### src/design/bbs_pkg.sv
// Constants, types and register map of the buck-boost sequencer
// ************************************************************
// Summary of operation
// - Enable with input good: bias, settle 100us
// - Sample config resistor 200us, decode address/limit/feedback
// - IO supply valid before serial port, soft-start
// - Enable during discharge waits for discharge end
// - Soft-start ramps reference over 2ms
// - Soft-start clamps current limit to 3.8A code
// - One variant latches off without power-good
// - Enable low: stop, clear registers, discharge
// - Discharge ends at 2.5V or 600ms timer
// - Input or IO undervoltage: full shutdown, clear
// - Thermal, overcurrent 427us, startup failure latch off
// - Discharge on every disable except thermal
// - Enable pin ignored while discharging
// - Discharge switch open while regulating
// - Two-bit frequency field, default 1.8MHz
// - Three switch phases drive fixed switch pairs
// - Light load skips between upper/lower thresholds
// - Forced-PWM bit forces fixed-frequency PWM
// - Target change forces PWM, step-down thresholds
// - Bus limit setting overrides config resistor limit; address and feedback stay
// - Eight limits, four slews, four addresses
// - IO supply invalid holds registers cleared
// - Enable active high, floating reads disabled
// ************************************************************
package bbs_pkg;

  // ************************************************************
  // Timing
  // ************************************************************
  localparam int CNT_W         = 24;
  localparam int CLK_PERIOD_NS = 50;
  localparam int BIAS_TIME_US  = 100;
  localparam int CFG_TIME_US   = 200;
  localparam int SS_TIME_MS    = 2;
  localparam int DIS_TIME_MS   = 600;
  localparam int OCP_TIME_US   = 427;
  localparam logic [CNT_W-1:0] BIAS_CYC =
    CNT_W'((BIAS_TIME_US * 1000 + CLK_PERIOD_NS - 1) / CLK_PERIOD_NS);
  localparam logic [CNT_W-1:0] CFG_CYC =
    CNT_W'((CFG_TIME_US * 1000 + CLK_PERIOD_NS - 1) / CLK_PERIOD_NS);
  localparam int SS_CYC_DEF  = SS_TIME_MS * 1000000 / CLK_PERIOD_NS;
  localparam int DIS_CYC_DEF = DIS_TIME_MS * 1000000 / CLK_PERIOD_NS;
  localparam int OCP_CYC_DEF =
    (OCP_TIME_US * 1000 + CLK_PERIOD_NS - 1) / CLK_PERIOD_NS;
  localparam int VREF_W = 8;
  // Reference step periods in cycles for each slew code
  localparam logic [15:0] SLEW_STEP_0 = 16'h004a;
  localparam logic [15:0] SLEW_STEP_1 = 16'h0025;
  localparam logic [15:0] SLEW_STEP_2 = 16'h0093;
  localparam logic [15:0] SLEW_STEP_3 = 16'h0126;

  // ************************************************************
  // Registers
  // ************************************************************
  localparam int          ADDR_W     = 4;
  localparam logic [3:0]  REG_CTRL   = 4'h0;
  localparam logic [3:0]  REG_VREF   = 4'h4;
  localparam logic [3:0]  REG_STAT   = 4'h8;
  localparam logic [3:0]  REG_CFG    = 4'hc;
  localparam int          CTRL_FORCED_PWM_BIT  = 0;
  localparam int          CTRL_SWITCHING_FREQUENCY_FIELD  = 1;
  localparam int          CTRL_SWITCH_CURRENT_LIMIT  = 4;
  localparam int          CTRL_SLEW  = 8;
  localparam int          CFG_LIMIT  = 8;
  localparam logic [2:0]  HSIZE_WORD = 3'h2;
  localparam logic [1:0]  SWITCHING_FREQUENCY_FIELD_DEF   = 2'h0;
  localparam logic [1:0]  SLEW_DEF   = 2'h0;
  localparam logic [7:0]  VREF_DEF   = 8'h07;
  localparam logic [2:0]  SWITCH_CURRENT_LIMIT_SS    = 3'h2;
  localparam logic [11:0] SWITCH_CURRENT_LIMIT_MAP   = {3'h7, 3'h5, 3'h3, 3'h1};
  localparam logic [27:0] ADDR_MAP   = {7'h6f, 7'h6e, 7'h67, 7'h66};

  // ************************************************************
  // Types
  // ************************************************************
  typedef enum logic [2:0] {
    ST_OFF   = 3'b000,
    ST_BIAS  = 3'b001,
    ST_CFG   = 3'b010,
    ST_IOCHK = 3'b011,
    ST_SOFT  = 3'b100,
    ST_RUN   = 3'b101,
    ST_LATCH = 3'b110,
    ST_DISCH = 3'b111
  } bbs_state_e;

  typedef enum logic [1:0] {
    DVS_IDLE = 2'b00,
    DVS_UP   = 2'b01,
    DVS_DNW  = 2'b10,
    DVS_DNP  = 2'b11
  } bbs_dvs_e;

  typedef enum logic [1:0] {
    PH_OFF = 2'b00,
    PH_1   = 2'b01,
    PH_2   = 2'b10,
    PH_3   = 2'b11
  } bbs_phase_e;

  typedef struct packed {
    logic       en;
    logic       vin_ok;
    logic       io_ok;
    logic       thermal;
    logic       switch_current_limit_hit;
    logic       output_power_good;
    logic       vout_low;
    logic       light_load;
    logic       below_lower;
    logic       above_upper;
    logic       mode_buck;
    logic       mode_boost;
    logic       cyc_start;
    logic       phase_end;
    logic [4:0] cfg_code;
  } bbs_ana_s;

  typedef struct packed {
    logic       bias_en;
    logic       cfg_sample_en;
    logic       serial_en;
    logic       sw_en;
    logic       dis_en;
    logic       pwm_mode;
    logic       in_hi_sw;
    logic       in_lo_sw;
    logic       out_hi_sw;
    logic       out_lo_sw;
    logic [1:0] switching_frequency_field_sel;
    logic [2:0] switch_current_limit_sel;
    logic [7:0] vref;
    logic [6:0] slave_addr;
    logic       ext_fb;
    logic       latched;
  } bbs_ctl_s;

endpackage

### src/design/bbs_sequencer.sv
// Buck-boost startup, fault, discharge and switch-phase sequencer
//
// Design decisions made here: the register addresses and register access over AHB-Lite.
module bbs_sequencer
  import bbs_pkg::*;
#(
  parameter logic              POK_LATCH = 1'b0,
  parameter logic [CNT_W-1:0]  SS_CYC    = CNT_W'(SS_CYC_DEF),
  parameter logic [CNT_W-1:0]  DIS_CYC   = CNT_W'(DIS_CYC_DEF),
  parameter logic [CNT_W-1:0]  OCP_CYC   = CNT_W'(OCP_CYC_DEF)
) (
  input  wire logic        hclk,
  input  wire logic        hresetn,
  input  wire logic        hsel,
  input  wire logic [31:0] haddr,
  input  wire logic [1:0]  htrans,
  input  wire logic        hwrite,
  input  wire logic [2:0]  hsize,
  input  wire logic [31:0] hwdata,
  input  wire logic        hready,
  output logic             hreadyout,
  output logic [31:0]      hrdata,
  output logic             hresp,
  input  wire bbs_ana_s    ana_in,
  output bbs_ctl_s         ctl_out
);

  // ************************************************************
  // State
  // ************************************************************
  typedef struct packed {
    bbs_ana_s         s1;
    bbs_ana_s         s2;
    bbs_ana_s         s3;
    bbs_ana_s         filt;
    bbs_ana_s         filt_d;
    bbs_state_e       st;
    bbs_dvs_e         dynamic_target_change;
    bbs_phase_e       phase;
    logic [CNT_W-1:0] cnt;
    logic [CNT_W-1:0] ocp_cnt;
    logic [15:0]      step_cnt;
    logic [7:0]       vref_out;
    logic [7:0]       vref_goal;
    logic [7:0]       vref_reg;
    logic             forced_pwm_bit;
    logic [1:0]       switching_frequency_field;
    logic [2:0]       switch_current_limit_reg;
    logic             switch_current_limit_ovr;
    logic [1:0]       slew;
    logic [1:0]       cfg_addr;
    logic [1:0]       cfg_switch_current_limit;
    logic             cfg_ext_fb;
    logic             dis_on;
    logic             force_pwm;
    logic             burst;
    logic             ahb_wr;
    logic             ahb_rd;
    logic [3:0]       ahb_addr;
    logic             hready_q;
    logic             hresp_q;
    logic [31:0]      hrdata_q;
    bbs_ctl_s         ctl;
  } bbs_regs_s;

  localparam bbs_regs_s RST_VAL = '{
    st: ST_OFF, dynamic_target_change: DVS_IDLE, phase: PH_OFF, vref_reg: VREF_DEF,
    switching_frequency_field: SWITCHING_FREQUENCY_FIELD_DEF, slew: SLEW_DEF, hready_q: 1'b1, default: '0};
  localparam logic [15:0] SS_STEP = 16'(SS_CYC >> VREF_W);

  bbs_regs_s r;
  bbs_regs_s n;

  // ************************************************************
  // Decoders
  // ************************************************************
  function automatic logic [15:0] slew_len(input logic [1:0] code);
    case (code)
      2'h0:    slew_len = SLEW_STEP_0;
      2'h1:    slew_len = SLEW_STEP_1;
      2'h2:    slew_len = SLEW_STEP_2;
      default: slew_len = SLEW_STEP_3;
    endcase
  endfunction

  // Switch pattern {in_hi, in_lo, out_hi, out_lo} per phase
  function automatic logic [3:0] sw_of(input bbs_phase_e ph);
    case (ph)
      PH_1:    sw_of = 4'b1001;
      PH_2:    sw_of = 4'b1010;
      PH_3:    sw_of = 4'b0110;
      default: sw_of = 4'b0000;
    endcase
  endfunction

  function automatic bbs_phase_e next_ph(input bbs_phase_e ph,
                                         input logic       boost);
    case (ph)
      PH_1:    next_ph = PH_2;
      PH_2:    next_ph = boost ? PH_OFF : PH_3;
      default: next_ph = PH_OFF;
    endcase
  endfunction

  // ************************************************************
  // Next state
  // ************************************************************
  bbs_ana_s    f;
  logic        uv;
  logic        dis_done;
  logic        active;
  logic        regs_clear;
  logic        acc;
  logic        vref_hit;
  logic [15:0] step_len;
  logic [2:0]  lim;
  logic [3:0]  sw;

  always_comb begin
    n = r;
    f = r.filt;
    // Three-stage synchroniser, change taken when stages two/three agree
    n.s1     = ana_in;
    n.s2     = r.s1;
    n.s3     = r.s2;
    n.filt   = (~(r.s2 ^ r.s3) & r.s2) | ((r.s2 ^ r.s3) & r.filt);
    n.filt_d = r.filt;
    n.cnt    = r.cnt + CNT_W'(1);
    uv = !f.vin_ok ||
         (!f.io_ok && (r.st == ST_SOFT || r.st == ST_RUN ||
                       r.st == ST_LATCH));
    dis_done = f.vout_low || r.cnt == DIS_CYC - CNT_W'(1);
    active   = r.st == ST_BIAS || r.st == ST_CFG || r.st == ST_IOCHK ||
               r.st == ST_SOFT || r.st == ST_RUN;

    // Sequencer
    case (r.st)
      ST_OFF: begin
        n.cnt = '0;
        if (f.en && f.vin_ok) begin
          n.st = ST_BIAS;
        end
      end
      ST_BIAS: begin
        if (r.cnt == BIAS_CYC - CNT_W'(1)) begin
          n.st  = ST_CFG;
          n.cnt = '0;
        end
      end
      ST_CFG: begin
        if (r.cnt == CFG_CYC - CNT_W'(1)) begin
          n.cfg_addr   = f.cfg_code[1:0];
          n.cfg_switch_current_limit   = f.cfg_code[3:2];
          n.cfg_ext_fb = f.cfg_code[4];
          n.st         = ST_IOCHK;
        end
      end
      ST_IOCHK: begin
        n.cnt      = '0;
        n.vref_out = '0;
        if (f.io_ok) begin
          n.st = ST_SOFT;
        end
      end
      ST_SOFT: begin
        if (r.cnt == SS_CYC - CNT_W'(1)) begin
          n.cnt = '0;
          if (POK_LATCH && !f.output_power_good) begin
            n.st     = ST_LATCH;
            n.dis_on = 1'b1;
          end else begin
            n.st = ST_RUN;
          end
        end
      end
      ST_RUN: begin
        n.cnt = '0;
      end
      ST_LATCH: begin
        if (r.dis_on && dis_done) begin
          n.dis_on = 1'b0;
        end else if (!r.dis_on && !f.en) begin
          n.st = ST_OFF;
        end
      end
      ST_DISCH: begin
        if (dis_done) begin
          n.st = ST_OFF;
        end
      end
      default: n.st = ST_OFF;
    endcase

    // Faults, lowest priority first
    if (r.st == ST_SOFT || r.st == ST_RUN) begin
      if (f.thermal) begin
        n.st     = ST_LATCH;
        n.dis_on = 1'b0;
      end else if (r.ocp_cnt == OCP_CYC - CNT_W'(1)) begin
        n.st     = ST_LATCH;
        n.dis_on = 1'b1;
        n.cnt    = '0;
      end
    end
    if (active && !f.en) begin
      n.st  = ST_DISCH;
      n.cnt = '0;
    end
    if (uv && r.st != ST_OFF && r.st != ST_DISCH) begin
      n.st  = ST_DISCH;
      n.cnt = '0;
    end
    n.ocp_cnt = ((r.st == ST_SOFT || r.st == ST_RUN) && f.switch_current_limit_hit) ?
                r.ocp_cnt + CNT_W'(1) : '0;

    // Target changes
    if (r.st == ST_RUN) begin
      case (r.dynamic_target_change)
        DVS_IDLE: begin
          if (r.vref_reg > r.vref_goal) begin
            n.vref_goal = r.vref_reg;
            n.force_pwm = 1'b1;
            n.dynamic_target_change       = DVS_UP;
          end else if (r.vref_reg < r.vref_goal) begin
            n.dynamic_target_change = DVS_DNW;
          end
        end
        DVS_UP: begin
          if (r.vref_out == r.vref_goal && f.output_power_good) begin
            n.force_pwm = 1'b0;
            n.dynamic_target_change       = DVS_IDLE;
          end
        end
        DVS_DNW: begin
          if (f.below_lower) begin
            n.vref_goal = r.vref_reg;
            n.force_pwm = 1'b1;
            n.dynamic_target_change       = DVS_DNP;
          end
        end
        DVS_DNP: begin
          if (r.vref_out == r.vref_goal && f.below_lower) begin
            n.force_pwm = 1'b0;
            n.dynamic_target_change       = DVS_IDLE;
          end
        end
        default: n.dynamic_target_change = DVS_IDLE;
      endcase
    end else begin
      n.dynamic_target_change       = DVS_IDLE;
      n.force_pwm = 1'b0;
      if (r.st == ST_SOFT) begin
        n.vref_goal = r.vref_reg;
      end
    end

    // Reference ramp
    step_len = (r.st == ST_SOFT) ? SS_STEP : slew_len(r.slew);
    vref_hit = r.vref_out == r.vref_goal;
    n.step_cnt = '0;
    if (r.st != ST_SOFT && r.st != ST_RUN) begin
      n.vref_out = '0;
    end else if (!vref_hit) begin
      n.step_cnt = r.step_cnt + 16'h1;
      if (r.step_cnt >= step_len - 16'h1) begin
        n.step_cnt = '0;
        n.vref_out = (r.vref_out < r.vref_goal) ? r.vref_out + 8'h1 :
                                                  r.vref_out - 8'h1;
      end
    end

    // Skip bursts and switch phases
    if (f.below_lower) begin
      n.burst = 1'b1;
    end else if (f.above_upper) begin
      n.burst = 1'b0;
    end
    n.ctl.pwm_mode = r.forced_pwm_bit || r.force_pwm || !f.light_load;
    if (n.st != ST_SOFT && n.st != ST_RUN) begin
      n.phase = PH_OFF;
    end else if (f.cyc_start && !r.filt_d.cyc_start &&
                 (r.ctl.pwm_mode || r.burst)) begin
      n.phase = f.mode_buck ? PH_2 : PH_1;
    end else if (f.phase_end && !r.filt_d.phase_end) begin
      n.phase = next_ph(r.phase, f.mode_boost);
    end
    sw = sw_of(n.phase);

    // Bus slave
    acc        = hsel && hready && htrans[1];
    n.ahb_wr   = acc && hwrite && hsize == HSIZE_WORD;
    n.ahb_rd   = acc && !hwrite;
    n.ahb_addr = haddr[ADDR_W-1:0];
    n.hready_q = !(acc && !hwrite);
    n.hresp_q  = 1'b0;
    if (r.ahb_wr && r.ctl.serial_en) begin
      case (r.ahb_addr)
        REG_CTRL: begin
          n.forced_pwm_bit     = hwdata[CTRL_FORCED_PWM_BIT];
          n.switching_frequency_field     = hwdata[CTRL_SWITCHING_FREQUENCY_FIELD +: 2];
          n.switch_current_limit_reg = hwdata[CTRL_SWITCH_CURRENT_LIMIT +: 3];
          n.switch_current_limit_ovr = 1'b1;
          n.slew     = hwdata[CTRL_SLEW +: 2];
        end
        REG_VREF: n.vref_reg = hwdata[VREF_W-1:0];
        default: ;
      endcase
    end
    if (r.ahb_rd) begin
      n.hrdata_q = '0;
      if (r.ctl.serial_en) begin
        case (r.ahb_addr)
          REG_CTRL: n.hrdata_q = {22'h0, r.slew, 1'b0, r.switch_current_limit_reg,
                                  1'b0, r.switching_frequency_field, r.forced_pwm_bit};
          REG_VREF: n.hrdata_q = {24'h0, r.vref_reg};
          REG_STAT: n.hrdata_q = {21'h0, r.force_pwm, r.dynamic_target_change,
                                  r.ctl.pwm_mode, r.ctl.dis_en, f.output_power_good,
                                  r.ctl.latched, 1'b0, r.st};
          REG_CFG:  n.hrdata_q = {21'h0, r.ctl.switch_current_limit_sel, 3'h0,
                                  r.cfg_ext_fb, r.cfg_switch_current_limit, r.cfg_addr};
          default:  n.hrdata_q = '0;
        endcase
      end
    end
    regs_clear = n.st == ST_OFF || n.st == ST_DISCH || !f.io_ok;
    if (regs_clear) begin
      n.vref_reg = VREF_DEF;
      n.forced_pwm_bit     = 1'b0;
      n.switching_frequency_field     = SWITCHING_FREQUENCY_FIELD_DEF;
      n.switch_current_limit_reg = '0;
      n.switch_current_limit_ovr = 1'b0;
      n.slew     = SLEW_DEF;
    end

    // Outputs
    lim = n.switch_current_limit_ovr ? n.switch_current_limit_reg : SWITCH_CURRENT_LIMIT_MAP[n.cfg_switch_current_limit*3 +: 3];
    if (n.st == ST_SOFT && lim > SWITCH_CURRENT_LIMIT_SS) begin
      lim = SWITCH_CURRENT_LIMIT_SS;
    end
    n.ctl.switch_current_limit_sel      = lim;
    n.ctl.bias_en       = n.st != ST_OFF;
    n.ctl.cfg_sample_en = n.st == ST_CFG;
    n.ctl.serial_en     = n.st == ST_SOFT || n.st == ST_RUN ||
                          n.st == ST_LATCH;
    n.ctl.sw_en         = n.st == ST_SOFT || n.st == ST_RUN;
    n.ctl.dis_en        = n.st == ST_DISCH ||
                          (n.st == ST_LATCH && n.dis_on);
    {n.ctl.in_hi_sw, n.ctl.in_lo_sw,
     n.ctl.out_hi_sw, n.ctl.out_lo_sw} = sw;
    n.ctl.switching_frequency_field_sel      = n.switching_frequency_field;
    n.ctl.vref          = n.vref_out;
    n.ctl.slave_addr    = ADDR_MAP[n.cfg_addr*7 +: 7];
    n.ctl.ext_fb        = n.cfg_ext_fb;
    n.ctl.latched       = n.st == ST_LATCH;
  end

  always_ff @(posedge hclk or negedge hresetn) begin
    if (!hresetn) begin
      r <= RST_VAL;
    end else begin
      r <= n;
    end
  end

  assign hreadyout = r.hready_q;
  assign hrdata    = r.hrdata_q;
  assign hresp     = r.hresp_q;
  assign ctl_out   = r.ctl;
endmodule

### config.mk
export PLATFORM = sky130hd
export DESIGN_NAME = bbs_sequencer
export DESIGN_NICKNAME = d
export VERILOG_FILES = /design/src/design/bbs_pkg.sv /design/src/design/bbs_sequencer.sv
export SDC_FILE = /design/constraint.sdc
export NUM_CORES = 1
export LEC_CHECK = 0
export BUFFER_PORTS_ARGS = -buffer_cell sky130_fd_sc_hd__buf_4
export CELL_PAD_IN_SITES_DETAIL_PLACEMENT = 1
export CELL_PAD_IN_SITES_GLOBAL_PLACEMENT = 2
export CORE_MARGIN = 2
export CORE_UTILIZATION = 35
export DETAILED_ROUTE_END_ITERATION = 16
export GPL_ROUTABILITY_DRIVEN = 0
export PLACE_DENSITY_LB_ADDON = 0.1
export SYNTH_ARGS = -nofsm -noshare
export SYNTH_HDL_FRONTEND = slang
export SYNTH_SLANG_ARGS = --single-unit
### constraint.sdc
create_clock -name hclk -period 9.16 [get_ports hclk]
set_clock_uncertainty 0.2 [all_clocks]
set_input_delay 0.916 -clock hclk [delete_from_list [all_inputs] [get_ports hclk]]
set_output_delay 0.916 -clock hclk [all_outputs]
set_load 0.05 [all_outputs]
=== Word level (Yosys, flattened, before mapping) ===
Index checks and enable logic that the tools add are counted.

* Register bits after elaboration: 250
* Bits of input ports: 93
* Output and inout port bits: 66
* Logic and storage cells: 303

* Add/sub/neg operators: 6
* $mul: 2
* Order comparisons: 5
* Eq/ne operators: 43
* Shifts and indexed selects: 2
* Mux-type cells: 73
* Bitwise gates (word level): 5
* Reduce and logical (&&, ||, !) cells: 67

{| class="wikitable"
|+ Operators by type and width
! cell !! number
|-
| 24-bit two-way mux || 10
|-
| 24-bit one-hot mux with 3 select lines || 1
|-
| 8-bit two-way mux || 8
|-
| 24-bit by 1-bit adder with 24-bit output, second input constant || 2
|-
| 3-bit two-way mux || 15
|-
| 11-bit one-hot mux with 4 select lines || 1
|-
| 19-bit bitwise AND || 2
|-
| 17-bit two-way mux || 2
|-
| 16-bit two-way mux || 2
|-
| 28-bit by 6-bit indexed part select with 7-bit output, first input constant || 1
|-
| 3-bit inequality test, second input constant || 9
|-
| 9-bit one-hot mux with 3 select lines || 1
|-
| 24-bit by 11-bit equality test with 1-bit output, second input constant || 1
|-
| 24-bit by 12-bit equality test with 1-bit output, second input constant || 1
|-
| 24-bit by 14-bit equality test with 1-bit output, second input constant || 1
|-
| 24-bit by 16-bit equality test with 1-bit output, second input constant || 1
|-
| 24-bit equality test, second input constant || 1
|-
| 3-bit equality test, second input constant || 8
|-
| 1-bit logical AND || 23
|-
| 2-bit two-way mux || 11
|-
| 3-bit one-hot mux with 7 select lines || 1
|-
| 19-bit NOT || 1
|-
| 19-bit OR || 1
|-
| 19-bit XOR || 1
|-
| other kinds (39) || 98
|}

=== Longest topological paths before layout ===
Gate-level depths: netlist of run 1.

* Depth after elaboration: 18
* Depth in mapped cells: 17
* Mapped depth without buffers: 17

=== Worst setup path after synthesis of run 1 ===
No wires, ideal clock.

* Path type: flip-flop to flip-flop
* Start point: reg, netlist name ctl_out[10]
* End point: reg r (netlist bit ctl_out[16])
* Setup time: 78 ps
* Arrival time: 3391 ps
* Required time: 8882 ps
* Setup slack: 5490 ps
* Stages on the path, launching flop included: 16
* Path buffers: 0
* Period minus slack after synthesis: 3670 ps
* Path through: dfrtp_1 > ha_1 > nor2b_1 > o21ai_0 > nand2b_1 > a21oi_1 > o21ai_0 > ha_1 > a21o_1 > a21oi_1 > nor2b_1 > o21a_1 > o41a_1 > xnor2_1 > or3_1 > a21oi_1

{| class="wikitable"
|+ RTL lines
! item !! RTL line !! RTL
|-
| end signal: assignment || bbs_sequencer.sv:361 || <nowiki>r <= n;</nowiki>
|-
| end: declaration || bbs_sequencer.sv:71 || <nowiki>bbs_regs_s r;</nowiki>
|}

==> metrics.cfg, run 1 <==
[status]
status=finished clean

[worst_setup_path]
setup.worst_path.start_class=flop
critPathMaxFanout=16
slowest_stage=a21oi_1
required_ps=9340
path_cells=nor2b_1 > nand2_1 > nand2_1 > ha_1 > nand2b_1 > a21o_1 > a21o_1 > a21oi_1 > o21ai_0 > a21oi_1 > mux2i_1 > nor2_1
arrival_ps=4690
cp_slowest_stage_delay_ps=870
cp-end-kind=flop
worstSetupPathType=flop to flop

[power]
intPower_uw=1900
p_sw_share_pct=32.07
max-vdd-ir-drop_mv=0.1129
powerDensity_mw_per_mm2=235.6
p_leak_uw=0.005501
p_switching_uw=896.6
p_seq_share_pct=40.2
combPwrFrac_pct=21.3
clockPowerShare_pct=38.5

[cts]
clock-root-buffer=clkbuf_16
h-tree-depth=1
numCtsBuffers=27
cts_resized=0
post_cts_buffers=0
clk_latency_ps=530
clk_pin_slew_ps=60
clk_path_buf_depth=3
cts_tree=done
clock-sinks=223
cts_hold_buf=0

[finish]
fin_cells=1392
final_layout_size_suffix_gt1_share_pct=16.87
diodes=0
nets=1126
syn2layout_area_growth_pct=15.59

[yosys]
netlist.top_cell.by_area=dfrtp_1
synth_cells=927
synth_area_leaders=dfrtp_1 (53%), ha_1 (5.4%), buf_4 (4.8%)
synthMostInstantiatedCell=dfrtp_1
netlist_area_mm2=0.01027
synth_edf_count=0
ys_types=63
synth_warnings=0
avgSynthCellArea_um2=11.08
yosysSeqAreaShare_pct=54.40
async_reset_ff_share_pct=100.0
synth_ff_type=dfrtp_1
yosys-top-cells-count=dfrtp_1 (219), nor2_1 (106), buf_4 (66)
synth_seq_cells=223
synth_top_area_share_pct=53.38

[detailed_routing]
drt-total-wl_um=22940
drc=0
wl_per_cell_um=16.48
drt_iter0_markers=250
via_count=6592
firstDrtPassIters=6
routed_via_density=4.736
drtAntennaViolNets=0

[floorplanning]
die_w_um=175.3
dieArea_mm2=0.03072
initial_utilization_pct=35.68
pin_count=159
die_h_um=175.3
rows=62
coreArea_mm2=0.02878

[hold_path]
hold_class=flop to flop

[timing]
period_share_pct=49.19
rsz0062_at_grt=no
fmax_mhz=221.9
hold_viol=0
tns_ps=0
setup_violations=0
slew_headroom_pct=25.59
slew_violations=0
min_period_ps=4506
worstMarginPinSlew_ps=1088
whs_ps=140.5

[global_route]
grt_pass1_wl_um=38730
first_global_vias=7044
grt_max_degree=99
gr-total-overflow=0
antenna_found_initial=0
grt_usage_pct=15.63

[place]
io_buffers=84
dp_cells=1343
dp_hpwl_um=16260

[job]
cap_violations=0

per-stage QoR:
step	instance area (µm²)	power, µW	worst slack [ps]	utilization [%]
floorplan	10370	1587	5490	-
global placement	10950	1740	4612	38.06
detailed placement	10950	1751	4562	38.06
CTS	11870	2861	4547	41.24
global route	11870	2970	4148	41.24
finish	11870	2796	4654	41.24
path summary, 6_finish.rpt:
path                                  startpoint                    end  slack [ps]  cells after the start
worst max-delay path            r[183]$_DFF_PN0_  ctl_out[11]$_DFF_PN0_        4650                     12
worst min-delay path            n[244]$_DFF_PN0_       n[225]$_DFF_PN0_         140                      0
worst max register to register  r[183]$_DFF_PN0_  ctl_out[11]$_DFF_PN0_        4650                     12
worst min register to register  n[244]$_DFF_PN0_       n[225]$_DFF_PN0_         140                      0
max in group asynchronous                hresetn       r[145]$_DFF_PN0_        6490                      3
min in group asynchronous                hresetn       r[124]$_DFF_PN0_         210                      1
power by group through the flow:
stage | combinational, µW | clock (µW) | sequential, µW
2_1_floorplan | 487 | 0 | 1100
3_3_place_gp | 599 | 0 | 1140
3_5_place_dp | 607 | 0 | 1140
4_1_cts | 610 | 1120 | 1130
5_1_grt | 668 | 1170 | 1140
6_report | 595 | 1080 | 1120
metal layers:
layer / vias to the layer above / part of all wire [%] / track usage (%)
met5: - / 0 / 0
met4: 0 / 1.9 / 3.785
met3: 32 / 4.3 / 2.381
met2: 99 / 45 / 24.89
met1: 3261 / 48 / 22.44
li1: 3200 / - / -
critical path: cells and delay by family, from the launching register on:
| family | cells | cell delay (ps) |
|---|---|---|
| adders and majority gates | 1 | 230 |
| and+or+nand+nor | 5 | 1460 |
| DFF | 1 | 690 |
| muxes | 1 | 270 |
| AOI/OAI and AO/OA | 5 | 1490 |
flip-flops by register name, summed over array words and instances, names as in the netlist, named ones only:
signal / cells
hrdata: 11
n: 38
r: 126
hreadyout: 1
ctl_out: 28
logic make-up after synthesis:
logic type	synth area share (%)
and+or+nand+nor	14.01
DFF	54.40
buffers and inverters	7.458
AOI/OAI and AO/OA	7.263
adders and majority gates	7.409
xor gates and xnor gates	4.606
muxes	4.777
other	0.07314
layout by cell type, fill, tap and decap left out, types with 4 or more instances in the layout:
cell type  instances
nor2b_1           12
maj3_1            19
nand2_1           48
clkinv_4           4
nand4bb_1          4
ha_1              44
conb_1            30
dfrtp_1          219
o21ai_0           20
buf_4             86
clkbuf_8           4
nand2b_1           7
mux4_2             4
clkinv_2           7
mux2i_1           22
o22ai_1           11
a21oi_1           34
clkbuf_16         27
xnor2_1           20
mux2_2            16
or2_2              4
and3_1            11
nand3_1           41
nand4_1           14
nor3_1            10
inv_1             55
o21a_1             4
a21o_1            13
dfstp_2            4
or3_1             11
nor4_1             8
xor2_1            34
nor2_1           106
cell type report:
class / instances / area, µm²
Inverter: 55 / 206.4
Fill cell: 3151 / 16910
Tap cell: 384 / 480.5
Sequential cell: 223 / 5585
Multi-Input combinational cell: 594 / 4021
Clock buffer: 33 / 738.2
Timing Repair Buffer: 87 / 660.6
Clock inverter: 16 / 175.2
No activity file was read; power rests on OpenSTA's default activity.
==> inputs of run 2 (changes only) <==
CORE_UTILIZATION = 34   (was 35)
clock period = 4.05 ns   (was 9.16 ns; I/O delays follow)
==> metrics.cfg, run 2 (same netlist as run 1, synthesis figures left out) <==
[detailed_routing]
via_count=6854  ; was 6592
routed_via_density=4.717  ; was 4.736
drtAntennaViolNets=0  ; unchanged
drt-total-wl_um=23840  ; was 22940 µm
drc=0  ; unchanged
drt_iter0_markers=194  ; was 250
firstDrtPassIters=4  ; was 6
wl_per_cell_um=16.41  ; was 16.48 µm

[floorplanning]
initial_utilization_pct=34.55  ; was 35.68%
coreArea_mm2=0.02972  ; was 0.02878 mm²
rows=63  ; was 62
die_w_um=177.8  ; was 175.3 µm
die_h_um=177.8  ; was 175.3 µm
pin_count=159  ; unchanged
dieArea_mm2=0.03160  ; was 0.03072 mm²

[timing]
worst_slack_ps=446.0  ; was 4654 ps
setup_violations=0  ; unchanged
slew_violations=0  ; unchanged
worstMarginPinSlew_ps=1050  ; was 1088 ps
tns_ps=0  ; unchanged
min_period_ps=3604  ; was 4506 ps
slew_headroom_pct=28.19  ; was 25.59%
whs_ps=48.75  ; was 140.5 ps
fmax_mhz=277.5  ; was 221.9 MHz
period_share_pct=88.99  ; was 49.19%
hold_viol=0  ; unchanged
rsz0062_at_grt=no  ; unchanged

[place]
pre_cts_ws_ps=435.2  ; was 4562 ps
io_buffers=84  ; unchanged
dp_hpwl_um=16720  ; was 16260 µm
dp_cells=1367  ; was 1343

[global_route]
first_global_vias=7247  ; was 7044
antenna_found_initial=0  ; unchanged
grt_usage_pct=15.69  ; was 15.63%
grt_max_degree=94  ; was 99
gr-total-overflow=0  ; unchanged
grt_pass1_wl_um=39280  ; was 38730 µm

[worst_setup_path]
path_cells=ha_1 > or3b_2 > or4_1 > o2111a_1 > o21bai_1 > o41ai_4 > nand3_2 > nand2_1 > buf_4 > nor2_1  ; was nor2b_1 > nand2_1 > nand2_1 > ha_1 > nand2b_1 > a21o_1 > a21o_1 > a21oi_1 > o21ai_0 > a21oi_1 > mux2i_1 > nor2_1
critPathBufInv=1  ; was 0
cpLargestDelayFamily=simple AND/OR/NAND/NOR gates  ; was compound AO/OA/AOI/OAI gates
slowest_stage=o41ai_4  ; was a21oi_1
cp-end-kind=flop  ; unchanged
worstReg2RegStart=r[153]$_DFF_PN0_  ; was r[183]$_DFF_PN0_
worstSetupPathType=flop to flop  ; unchanged
cp_slowest_stage_delay_ps=520  ; was 870 ps
r2r-end=r[84]$_DFF_PN0_  ; was ctl_out[11]$_DFF_PN0_
critPathMaxFanout=13  ; was 16
r2r_cells=10  ; was 12
arrival_ps=3810  ; was 4690 ps
reg2reg_slack_ps=450  ; was 4650 ps
setup.worst_path.start_class=flop  ; unchanged
required_ps=4260  ; was 9340 ps

[cts]
clk_path_buf_depth=3  ; unchanged
h-tree-depth=1  ; unchanged
clk_latency_ps=530  ; about the same
clock-root-buffer=clkbuf_16  ; unchanged
cts_resized=0  ; unchanged
clk_pin_slew_ps=60  ; about the same
clock-sinks=223  ; unchanged
numCtsBuffers=26  ; was 27
cts_tree=done  ; unchanged

[finish]
fin_util_pct=42.03  ; was 41.24%
mostFrequentLayoutCells=dfrtp_1 (219), nor2_1 (106), buf_4 (102)  ; was dfrtp_1 (219), nor2_1 (106), buf_4 (86)
fin_cells=1453  ; was 1392
nets=1182  ; was 1126
final_layout_size_suffix_gt1_share_pct=17.59  ; was 16.87%
largest_reg_flops=126  ; unchanged
diodes=0  ; unchanged
top_register=r  ; unchanged
syn2layout_area_growth_pct=21.64  ; was 15.59%
final_common_cell=dfrtp_1  ; unchanged

[hold_path]
hold_path_depth=4  ; was 0
min_from=htrans[1]  ; was n[244]$_DFF_PN0_
hold_class=primary input to flop  ; was flop to flop
min_to=r[70]$_DFF_PN0_  ; was n[225]$_DFF_PN0_

[status]
status=finished clean  ; unchanged

[power]
powerDensity_mw_per_mm2=533.1  ; was 235.6 mW/mm²
p_leak_uw=0.005782  ; was 0.005501 µW
max-vdd-ir-drop_mv=0.2823  ; was 0.1129 mV

[job]
cap_violations=0  ; unchanged

==> run 2: changes by cell type in the layout (fill, tap and decap cells not counted), moves of 2 or more <==
cell,before,now
dlygate4sd3_1,0,39
buf_4,86,102
bufinv_16,3,6
clkinv_4,4,1
buf_12,0,2
clkinv_2,7,5
==> run 2: worst max-delay path by stage <==
stage | depth (start not counted) | end | start
finish | 10 | r[84]$_DFF_PN0_ | r[153]$_DFF_PN0_
detailed placement | 15 | ctl_out[16]$_DFF_PN0_ | ctl_out[10]$_DFF_PN0_
global route | 15 | ctl_out[16]$_DFF_PN0_ | ctl_out[10]$_DFF_PN0_
global placement | 15 | ctl_out[16]$_DFF_PN0_ | ctl_out[10]$_DFF_PN0_
CTS | 15 | ctl_out[16]$_DFF_PN0_ | ctl_out[10]$_DFF_PN0_
floorplan | 15 | ctl_out[16]$_DFF_PN0_ | ctl_out[10]$_DFF_PN0_
==> run 2: repair_timing <==
item,in CTS,in global routing
endpoints found under the hold margin,129,0
hold buffers,39,0
buffers inserted,0,0
==> run 2: through the flow <==
step / cell area (µm²) / total power [µW]
finish: 12490 / 6658
floorplan: 10370 / 3590
global placement: 11120 / 4048
global route: 12490 / 7048
detailed placement: 11120 / 4064
CTS: 12490 / 6787
==> run 2: report_power, final <==
group | total [µW] | switching [µW] | leakage [µW] | internal, µW
Clock | 2640 | 954 | 0.000479 | 1680
Sequential | 2500 | 123 | 0.00285 | 2380
Combinational | 1520 | 981 | 0.00246 | 539
Total | 6660 | 2060 | 0.00578 | 4600
==> run 2: final cells by class <==
class / instances / area, µm²
inverter: 55 / 206.4
timing repair buffer: 144 / 1211
clock inverter: 14 / 229.0
tap: 390 / 488.0
fill: 3206 / 17230
multi-input combinational: 594 / 4021
clock buffer: 33 / 748.2
sequential: 223 / 5585
==> run 2: layer usage <==
layer	wire length [µm]	up-vias	share of wire (%)	GRT usage (%)
li1	-	3324	-	-
met1	11440	3409	48	22.33
met2	11110	95	47	25.08
met3	946	26	4.0	2.571
met4	338	0	1.4	3.518
met5	0	-	0	0
==> run 2: worst min-delay path, delay by kind of cell <==
kind | cells | cell delay, ps
buffers and inverters | 2 | 140
AND/OR/NAND/NOR | 2 | 200
